### config.mk
export PLATFORM = sky130hd
export DESIGN_NAME = timer_interrupt_flags
export DESIGN_NICKNAME = d
export VERILOG_FILES = /design/src/timer_interrupt_flags.v
export VERILOG_INCLUDE_DIRS = /design/src /design/src/include
export SDC_FILE = /design/constraint.sdc
export NUM_CORES = 1
export LEC_CHECK = 0
export ABC_AREA = 0
export BUFFER_PORTS_ARGS = -buffer_cell sky130_fd_sc_hd__buf_2
export CORE_MARGIN = 10
export CORE_UTILIZATION = 45
export DETAILED_ROUTE_END_ITERATION = 6
export PLACE_DENSITY = 0.91
export SLEW_MARGIN = 40
export SYNTH_ARGS = -nofsm -noshare
export SYNTH_HDL_FRONTEND = slang
export SYNTH_SLANG_ARGS = --single-unit
### constraint.sdc
create_clock -name pclk -period 2.9 [get_ports pclk]
set_input_delay 0.145 -clock pclk [delete_from_list [all_inputs] [get_ports pclk]]
set_output_delay 0.145 -clock pclk [all_outputs]
set_load 0.01 [all_outputs]
### src/include/timer_irq_defs.vh
// Purpose: constants for the timer interrupt flag block
// Assumes: apb with 32-bit data, one word per register
// Notes:   offsets are byte addresses
`ifndef TIMER_IRQ_DEFS_VH
`define TIMER_IRQ_DEFS_VH

`define TIRQ_ADDR_W          8
`define TIRQ_OFS_CONTROL     8'h00
`define TIRQ_OFS_CLEAR       8'h04
`define TIRQ_OFS_MODULE      8'h08
`define TIRQ_OFS_STATUS      8'h0C
`define TIRQ_OFS_MASK        8'h10
`define TIRQ_CONTROL_RESET   8'h00
`define TIRQ_PND_RESET       4'h0
`define TIRQ_EN_RESET        4'h0
`define TIRQ_MODULE_RESET    1'b0
`define TIRQ_STATUS_RESET    2'h0
`define TIRQ_MASK_RESET      2'h0
`define TIRQ_CLEAR_READ      8'hFF
`define TIRQ_EN_LSB          4
`define TIRQ_PND_LSB         0
`define TIRQ_NSRC            4
`define TIRQ_MODULE_EN_BIT   0
`define TIRQ_STATUS_SET_BIT  0
`define TIRQ_STATUS_FLAG_BIT 1

`endif

### src/timer_interrupt_flags.v
// Purpose: pending and enable flags of four timer interrupt sources, apb register access
// Assumes: pclk 100 MHz; src_event from timer core logic on pclk, one bit per source
// Notes:   bus answers with zero wait states; unmapped reads give zero, pslverr low
//
// Overview of operation
// [RQ1] reset clears the whole 8-bit control register to zero
// [RQ2] enables in bits 7..4, pending flags in bits 3..0, order D C B A
// [RQ3] timer core event sets the matching pending flag
// [RQ4] software writing one to a pending bit sets it
// [RQ5] software writing zero to a pending bit is ignored
// [RQ6] a source requests interrupt only while its enable bit is one
// [RQ7] clear register is 8 bits, write-only, reads back as all ones
// [RQ8] clear bits 0..3 clear pending A..D; bits 7..4 reserved
// [RQ9] writing zero to a clear bit leaves the pending flag alone
// [RQ10] software must not update clear register by read-modify-write
// [RQ11] timer disabled: pending flags held cleared and writes rejected
// [RQ12] timer request is OR of pending AND enable over sources
// [RQ13] hardware set beats a clear-register write in the same cycle
//
// Implementation choices: the APB register port and the placing of the registers.
`timescale 1ns/100ps
`include "timer_irq_defs.vh"

module timer_interrupt_flags (
  input  wire        pclk,
  input  wire        presetn,
  input  wire        psel,
  input  wire        penable,
  input  wire        pwrite,
  input  wire [7:0]  paddr,
  input  wire [31:0] pwdata,
  output wire        pready,
  output wire        pslverr,
  output reg  [31:0] prdata,
  input  wire [3:0]  src_event,
  output wire        timer_module_enable,
  output wire        timer_irq,
  output wire        sys_irq
);

  localparam [2:0] SEL_NONE    = 3'h0;
  localparam [2:0] SEL_CONTROL = 3'h1;
  localparam [2:0] SEL_CLEAR   = 3'h2;
  localparam [2:0] SEL_MODULE  = 3'h3;
  localparam [2:0] SEL_STATUS  = 3'h4;
  localparam [2:0] SEL_MASK    = 3'h5;

  reg  [3:0]  pending_ff;
  reg  [3:0]  enable_ff;
  reg         module_en_ff;
  reg  [1:0]  status_ff;
  reg  [1:0]  mask_ff;
  reg         irq_prev_ff;
  reg  [3:0]  nxt_pending;
  reg  [3:0]  nxt_enable;
  reg         nxt_module_en;
  reg  [1:0]  nxt_status;
  reg  [1:0]  nxt_mask;
  reg         nxt_irq_prev;
  reg  [31:0] nxt_prdata;
  wire [2:0]  reg_sel;
  wire        wr_acc;
  wire        rd_acc;
  wire        rd_setup;
  wire        wr_control;
  wire        wr_clear;
  wire        wr_module;
  wire        wr_mask;
  wire        rd_status;
  wire        flags_run;
  wire        irq_rise;
  wire        hw_event_any;
  wire [3:0]  sw_set;
  wire [3:0]  sw_clr;
  wire [3:0]  hw_set;
  wire [3:0]  irq_active;
  wire        src_a_pending;
  wire        src_b_pending;
  wire        src_c_pending;
  wire        src_d_pending;
  wire        src_a_irq_enable;
  wire        src_b_irq_enable;
  wire        src_c_irq_enable;
  wire        src_d_irq_enable;
  wire        src_a_clear;
  wire        src_b_clear;
  wire        src_c_clear;
  wire        src_d_clear;

  // map a byte address onto one register of the block
  function [2:0] reg_decode;
    input [7:0] a;
    begin
      case (a)
        `TIRQ_OFS_CONTROL: reg_decode = SEL_CONTROL;
        `TIRQ_OFS_CLEAR:   reg_decode = SEL_CLEAR;
        `TIRQ_OFS_MODULE:  reg_decode = SEL_MODULE;
        `TIRQ_OFS_STATUS:  reg_decode = SEL_STATUS;
        `TIRQ_OFS_MASK:    reg_decode = SEL_MASK;
        default:           reg_decode = SEL_NONE;
      endcase
    end
  endfunction

  // one pending flag: clear first, then any set, held low while the timer is off
  function next_flag;
    input cur;
    input set_sw;
    input set_hw;
    input clr;
    input run;
    begin
      if (!run) begin
        next_flag = 1'b0;
      end else begin
        next_flag = (cur & ~clr) | set_sw | set_hw;
      end
    end
  endfunction

  // one sticky status bit: a read clears only what it returned, a new event wins
  function next_sticky;
    input cur;
    input set;
    input clr;
    begin
      next_sticky = (cur & ~clr) | set;
    end
  endfunction

  // 8-bit register value zero-extended onto the bus word
  function [31:0] bus_word;
    input [7:0] b;
    begin
      bus_word = {24'h00_0000, b};
    end
  endfunction

  assign reg_sel  = reg_decode(paddr);
  assign pready   = 1'b1;
  assign pslverr  = 1'b0;
  assign wr_acc   = psel & penable & pwrite;
  assign rd_acc   = psel & penable & ~pwrite;
  assign rd_setup = psel & ~penable & ~pwrite;

  assign wr_control = wr_acc & (reg_sel == SEL_CONTROL);
  assign wr_clear   = wr_acc & (reg_sel == SEL_CLEAR);
  assign wr_module  = wr_acc & (reg_sel == SEL_MODULE);
  assign wr_mask    = wr_acc & (reg_sel == SEL_MASK);
  assign rd_status  = rd_acc & (reg_sel == SEL_STATUS);

  assign src_a_pending    = pending_ff[0];
  assign src_b_pending    = pending_ff[1];
  assign src_c_pending    = pending_ff[2];
  assign src_d_pending    = pending_ff[3];
  assign src_a_irq_enable = enable_ff[0];
  assign src_b_irq_enable = enable_ff[1];
  assign src_c_irq_enable = enable_ff[2];
  assign src_d_irq_enable = enable_ff[3];
  assign timer_module_enable = module_en_ff;

  // reserved bits 7..4 of the clear register are not looked at
  assign src_a_clear = wr_clear & pwdata[`TIRQ_PND_LSB + 0];                // [RQ8] [RQ9]
  assign src_b_clear = wr_clear & pwdata[`TIRQ_PND_LSB + 1];                // [RQ8] [RQ9]
  assign src_c_clear = wr_clear & pwdata[`TIRQ_PND_LSB + 2];                // [RQ8] [RQ9]
  assign src_d_clear = wr_clear & pwdata[`TIRQ_PND_LSB + 3];                // [RQ8] [RQ9]

  // zeros in the pending field of a control write are don't-care
  assign sw_set = wr_control ? pwdata[`TIRQ_PND_LSB +: `TIRQ_NSRC] : 4'h0;  // [RQ4] [RQ5]
  assign sw_clr = {src_d_clear, src_c_clear, src_b_clear, src_a_clear};     // [RQ8]
  assign hw_set = src_event;                                                 // [RQ3]

  always @* begin
    nxt_module_en = module_en_ff;
    if (wr_module) begin
      nxt_module_en = pwdata[`TIRQ_MODULE_EN_BIT];
    end
  end

  // switching off clears the flags at that same edge, so no request outlives the enable
  assign flags_run = module_en_ff & nxt_module_en;                           // [RQ11]

  always @* begin
    nxt_pending[0] = next_flag(pending_ff[0], sw_set[0], hw_set[0], sw_clr[0], flags_run); // [RQ11] [RQ13]
    nxt_pending[1] = next_flag(pending_ff[1], sw_set[1], hw_set[1], sw_clr[1], flags_run); // [RQ11] [RQ13]
    nxt_pending[2] = next_flag(pending_ff[2], sw_set[2], hw_set[2], sw_clr[2], flags_run); // [RQ11] [RQ13]
    nxt_pending[3] = next_flag(pending_ff[3], sw_set[3], hw_set[3], sw_clr[3], flags_run); // [RQ11] [RQ13]
  end

  always @* begin
    nxt_enable = enable_ff;
    if (wr_control) begin
      nxt_enable = pwdata[`TIRQ_EN_LSB +: `TIRQ_NSRC];                        // [RQ2]
    end
  end

  // request: pending gated by enable
  assign irq_active = pending_ff & enable_ff;                                // [RQ6]
  assign timer_irq  = |irq_active;                                           // [RQ12]

  // sticky status: bit0 rising edge of request, bit1 any new hardware event while the timer is on
  assign irq_rise     = timer_irq & ~irq_prev_ff;
  assign hw_event_any = module_en_ff & (|src_event);

  // prdata still holds the value that the status read returns during its access phase
  always @* begin
    nxt_irq_prev = timer_irq;
    nxt_status[`TIRQ_STATUS_SET_BIT]  = next_sticky(status_ff[`TIRQ_STATUS_SET_BIT], irq_rise,
                                                    rd_status & prdata[`TIRQ_STATUS_SET_BIT]);
    nxt_status[`TIRQ_STATUS_FLAG_BIT] = next_sticky(status_ff[`TIRQ_STATUS_FLAG_BIT], hw_event_any,
                                                    rd_status & prdata[`TIRQ_STATUS_FLAG_BIT]);
  end

  always @* begin
    nxt_mask = mask_ff;
    if (wr_mask) begin
      nxt_mask = pwdata[`TIRQ_STATUS_FLAG_BIT:`TIRQ_STATUS_SET_BIT];
    end
  end

  assign sys_irq = |(status_ff & mask_ff);

  always @* begin
    nxt_prdata = 32'h0000_0000;
    case (reg_sel)
      SEL_CONTROL: begin
        nxt_prdata = bus_word({enable_ff, pending_ff});                      // [RQ2]
      end
      SEL_CLEAR: begin
        nxt_prdata = bus_word(`TIRQ_CLEAR_READ);                             // [RQ7]
      end
      SEL_MODULE: begin
        nxt_prdata = bus_word({7'h00, module_en_ff});
      end
      SEL_STATUS: begin
        nxt_prdata = bus_word({6'h00, status_ff});
      end
      SEL_MASK: begin
        nxt_prdata = bus_word({6'h00, mask_ff});
      end
      default: begin
        nxt_prdata = 32'h0000_0000;
      end
    endcase
  end

  // pending and enable flags together form the control register
  always @(posedge pclk or negedge presetn) begin
    if (!presetn) begin
      pending_ff <= `TIRQ_PND_RESET;                                         // [RQ1]
      enable_ff  <= `TIRQ_EN_RESET;                                          // [RQ1]
    end else begin
      pending_ff <= nxt_pending;
      enable_ff  <= nxt_enable;
    end
  end

  always @(posedge pclk or negedge presetn) begin
    if (!presetn) begin
      module_en_ff <= `TIRQ_MODULE_RESET;
    end else begin
      module_en_ff <= nxt_module_en;
    end
  end

  always @(posedge pclk or negedge presetn) begin
    if (!presetn) begin
      status_ff   <= `TIRQ_STATUS_RESET;
      irq_prev_ff <= 1'b0;
    end else begin
      status_ff   <= nxt_status;
      irq_prev_ff <= nxt_irq_prev;
    end
  end

  always @(posedge pclk or negedge presetn) begin
    if (!presetn) begin
      mask_ff <= `TIRQ_MASK_RESET;
    end else begin
      mask_ff <= nxt_mask;
    end
  end

  // read data registered in setup so it stands in the access phase
  always @(posedge pclk or negedge presetn) begin
    if (!presetn) begin
      prdata <= 32'h0000_0000;
    end else if (rd_setup) begin
      prdata <= nxt_prdata;
    end
  end

endmodule

After elaboration in Yosys (flattened, before gate mapping)

Cells that the tools add are included.

Equal/unequal tests: 9
Multiplexer cells: 8
Bitwise operators: 46
Reduce and logical (&&, ||, !) cells: 4

Operators by type and width:

| operator             | number |
|---|---|
| $pmux W8 S5          | 1 |
| $and A1 B1 Y1        | 25 |
| $eq A8 B4 Y1 const B | 2 |
| $pmux W3 S5          | 1 |
| $or A1 B1 Y1         | 10 |
| $not A1 Y1           | 9 |
| $eq A8 B3 Y1 const B | 1 |
| $eq A8 B5 Y1 const B | 1 |
| $logic_not A8 Y1     | 1 |
| $reduce_or A4 Y1     | 2 |
| $eq A3 B2 Y1 const B | 2 |
| $eq A3 B3 Y1 const B | 2 |
| $mux W1              | 5 |
| $and A4 B4 Y4        | 1 |
| $mux W4              | 1 |
| $eq A3 B1 Y1 const B | 1 |
| $and A2 B2 Y2        | 1 |
| $reduce_or A2 Y1     | 1 |

Bits in registers: 46
Input bits: 49
Output and inout port bits: 37

Depth between registers and ports, before layout

Depth in word-level cells: 10
Gate-level depth with buffers: 6
Depth with buffers taken out: 4

Worst setup path after synthesis

No wires, ideal clock.

Path kind: in2reg
From: input port paddr[7]
To: register enable_ff[0]
Library setup time: 0.125 ns
Data arrival time: 1.468 ns
Data required time: 2.775 ns
Path slack: 1.307 ns
Stages on the path: 3
Path buffers: 0
Cells stage by stage: or4_4 -> nor4_4 -> mux2_2

Word-level cells in the longest chain between the ends: 4
Elaborated cells between the ends (all ways): 8

Ends and longest elaborated chain:

| item                                       | RTL line                    | RTL |
|---|---|---|
| from (decl)                                | timer_interrupt_flags.v:30  | `input wire [7:0] paddr,` |
| $eq A8 B5 Y1, or another cell as far along | timer_interrupt_flags.v:94  | `case (a)` |
| $pmux W3 S5 *                              | timer_interrupt_flags.v:94  |  |
| $eq A3 B1 Y1 *                             | --                          |  |
| $and A1 B1 Y1 *                            | timer_interrupt_flags.v:146 | `assign wr_control = wr_acc & (reg_sel == SEL_CONTROL);` |
| to (signal assigned)                       | timer_interrupt_flags.v:251 | `` enable_ff <= `TIRQ_EN_RESET; `` |
| to (signal assigned)                       | timer_interrupt_flags.v:254 | `enable_ff <= nxt_enable;` |
| to (decl)                                  | timer_interrupt_flags.v:49  | `reg [3:0] enable_ff;` |

Every way passes the cells marked *; elsewhere a longest branch is shown, timed or not.
A chain may end at the register's enable or synchronous reset.

Worst setup path in the final report

From: input port paddr[7]
To: register pending_ff[3]

Word-level cells in the longest chain between the ends: 10
Elaborated cells between the ends (all ways): 21

Ends and longest elaborated chain:

| item                                       | RTL line                    | RTL |
|---|---|---|
| $eq A8 B5 Y1, or another cell as far along | timer_interrupt_flags.v:94  |  |
| $pmux W3 S5 *                              | timer_interrupt_flags.v:94  |  |
| $eq A3 B2 Y1                               | timer_interrupt_flags.v:147 | `assign wr_clear = wr_acc & (reg_sel == SEL_CLEAR);` |
| $and A1 B1 Y1                              | timer_interrupt_flags.v:147 |  |
| $and A1 B1 Y1                              | timer_interrupt_flags.v:166 | `` assign src_d_clear = wr_clear & pwdata[`TIRQ_PND_LSB + 3]; `` |
| $not A1 Y1                                 | timer_interrupt_flags.v:116 | `next_flag = (cur & ~clr) \| set_sw \| set_hw;` |
| $and A1 B1 Y1                              | timer_interrupt_flags.v:116 |  |
| $or A1 B1 Y1 (2 in series)                 | timer_interrupt_flags.v:116 |  |
| $mux W1 *                                  | timer_interrupt_flags.v:113 | `if (!run) begin` |
| net nxt_pending[3]                         | timer_interrupt_flags.v:54  | `reg [3:0] nxt_pending;` |
| to (signal assigned)                       | timer_interrupt_flags.v:250 | `` pending_ff <= `TIRQ_PND_RESET; `` |
| to (signal assigned)                       | timer_interrupt_flags.v:253 | `pending_ff <= nxt_pending;` |
| to (decl)                                  | timer_interrupt_flags.v:48  | `reg [3:0] pending_ff;` |

Mark *: on every way through the listed nets, which the timed path passes. The rest lies on a longest branch.

==> metrics.txt <==
status complete, no violations; FF-to-FF End status_ff[0]$_DFF_PN0_; fin. max-slew vios 0; drt wl/cell 15.1 um; met2 global-route usage 18.3%; Final Core Density 53.1%; clock power share 38.6%; Worst-path clk slew around 0.13 ns; RSZ-0062 raised after global routing no; Die Wd 74.5 um; sequential area share after synthesis 41.2%; yosys warns 0; area of the multi-input gates 647 sq um; total of max-cap violations 0; Cell Pwr Density 417 mW/mm^2; DP HPWL between 2 and 3 mm; Filler cells 272; most frequent cells in the layout buf_2 (35), conb_1 (26), dfrtp_1 (22); actual slew at the worst max-slew pin 0.751 ns; H-tree depth 1; Setup-failing EPs final 0; vias in the first global route 1079; M3 GR Usage 3.72%; pin count of the biggest net entering global routing 23; Root Driver clkbuf_4; Clock Path Buffers 2; setup TNS 0 ns; Final period util 53.9%; Syn-to-layout area delta 11.4%; cell-internal power 0.000471 W; Final #Nets 227; number of distinct library cells after synthesis 33; Worst Clk Skew between 0.001 and 0.0015 ns; register share of total power 50.1%; vias 1065; Antenna Nets Post-Route 0; post-synthesis instance total 144; vias per inst 5.12; Period minus WS final about 1.6 ns; Finished Cell Area 0.00149 sq mm; r2r startpoint enable_ff[3]$_DFFE_PN0N_; Post-CTS Resized 0; GRT overflow 0; pre-CTS WS 1.06 ns; Core Footprint 0.00281 sq mm; DRC 0; drt total wl about 3.1 mm; flop2flop setup slack roughly 1.8 ns; crit path max fanout 5; Total Routing Usage GR 11.2%; switch share 24.1%; Initial Util between 40 and 50%; initial drt markers 19; register bit count reported by yosys 22; first-pass GRT wire length 4.84 mm; Die Area between 0.005 and 0.006 sq mm; HP Class in2reg; Required @ worst endpoint 3.08 ns; syn_area_per_cell 9.28 sq um; Crit. Startpoint paddr[7]; Port Buf Inserts 35; Row Count 19; setup slack after layout approximately 1.3 ns; WHS 0.0452 ns; Gate power share 11.3%; M1 GR Usage 12.7%; CTS tree yes; Static Leak 0.738 nW; dpl cell area 0.00143 sq mm; worst skew pair latency between 0.3 and 0.4 ns; gr busiest metal met2; final hold violation count 0; Sw Pwr about 0.00015 W; maximum clock rate 0.639 GHz; initial antenna violation count 0; crit path DAT 1.74 ns; CP endpoint pending_ff[3]$_DFF_PN0_; maximum vdd ir drop between 0.3 and 0.4 mV; Num CTS Buffers 3; Netlist Area Pre-Place ~0.0013 sq mm; Antenna diodes 0; layout cells sized above 1 29.4%; startpoint types input port; kind of end point of the critical path flop; die extent in y 74.5 um; CP Class in2reg; FF+latch area approximately 550 sq um; IO Pins 86; Pre-antenna DRT Iters 4; Max transition margin around half; clk sinks 22; FF-to-FF path depth 3; RD Place Congestion 0.851; commonest non-fill, non-tap cell in the layout buf_2
## cells by family after synthesis
family / count (synthesis) / synth area share, %
AO/OA/AOI/OAI: 39 / 17.6
buffers and inverters: 35 / 17.1
flip-flops: 22 / 41.2
multiplexers: 7 / 5.90
other: 2 / 0.562
AND/OR/NAND/NOR: 39 / 17.6
## layout make-up
| type | instances | share of cell area (%) |
|---|---|---|
| Clock inverter | 1 | 2.02 |
| Inverter | 4 | 1.01 |
| Tap cell | 31 | 2.61 |
| Clock buffer | 3 | 1.51 |
| Sequential cell | 22 | 37.0 |
| Timing Repair Buffer | 36 | 12.4 |
| Multi-Input combinational cell | 111 | 43.4 |
## state kept, by name (all words and copies together), names as in the netlist
name	flops
timer_module_enable	1
pending_ff	4
status_ff	2
prdata	8
irq_prev_ff	1
enable_ff	4
mask_ff	2
## power by group through the flow
stage / logic [W] / registers (W) / clock network (W)
floorplan: 0.0000626 / 0.000317 / 0
detailed placement: 0.0000679 / 0.000317 / 0
global placement: 0.0000659 / 0.000317 / 0
global route: 0.0000787 / 0.000312 / 0.000258
CTS: 0.0000691 / 0.000311 / 0.000247
finish: 0.0000702 / 0.000311 / 0.000240
## how the worst min path moves through the flow
stage | end | cells past startpoint | start | slack, ns
floorplan | enable_ff[0]$_DFFE_PN0N_ | 0 | presetn | -0.15
global placement | irq_prev_ff$_DFF_PN0_ | 1 | presetn | 0.13
detailed placement | irq_prev_ff$_DFF_PN0_ | 1 | presetn | 0.14
CTS | enable_ff[1]$_DFFE_PN0N_ | 2 | pwdata[5] | 0.04
global route | enable_ff[1]$_DFFE_PN0N_ | 2 | pwdata[5] | 0.04
finish | enable_ff[1]$_DFFE_PN0N_ | 2 | pwdata[5] | 0.05
## metal layers
| metal | share of wire (%) | vias to the layer above |
|---|---|---|
| li1 | - | 525 |
| met1 | 41 | 485 |
| met2 | 46 | 48 |
| met3 | 11 | 7 |
| met4 | 2.3 | 0 |
| met5 | 0 | - |
## synth_stat cells
library cell  number  area, sq um
a31o_2             2         17.5
a21o_1             1         7.51
clkbuf_1           5         18.8
o21ai_0            4         20.0
o41ai_1            1         8.76
nor3_2             1         10.0
nor3b_1            1         7.51
nor2_1             2         7.51
a21oi_1           15         75.1
nor4_4             1         21.3
inv_1              4         15.0
nor2b_1            2         12.5
mux2_2             7         78.8
nor3_1             2         10.0
a22oi_1            2         15.0
and3_1             2         12.5
o21ai_1            7         35.0
a22o_1             2         17.5
nand2b_1           3         18.8
a31oi_1            2         12.5
nand2_1           14         52.6
o22a_1             2         17.5
or3_1              1         6.26
or3b_1             1         8.76
conb_1             2         7.51
o2bb2ai_1          1         8.76
nand4b_1           1         8.76
nor4_1             3         18.8
buf_4             26          195
or4_4              1         11.3
nand3_1            3         15.0
or4b_4             1         13.8
dfrtp_1           22          551
## timing repair
item / CTS / global route
setup buffers: 0 / 0
endpoints found under the setup margin: 0 / 0
hold endpoints to repair: 22 / 0
hold buffers: 1 / 0
## critical path, stage by stage
cell,delay (ns)
buf_2,0.10
nor4_1,0.41
nand3_1,0.25
o41ai_1,0.73
a21oi_1,0.10
## metrics by stage
step	cells	total power, W
after floorplan	168	0.000380
after global placement	203	0.000383
after detailed placement	203	0.000385
after CTS	208	0.000628
after global routing	208	0.000649
final	208	0.000621
No activity file was read; power rests on OpenSTA's default activity.
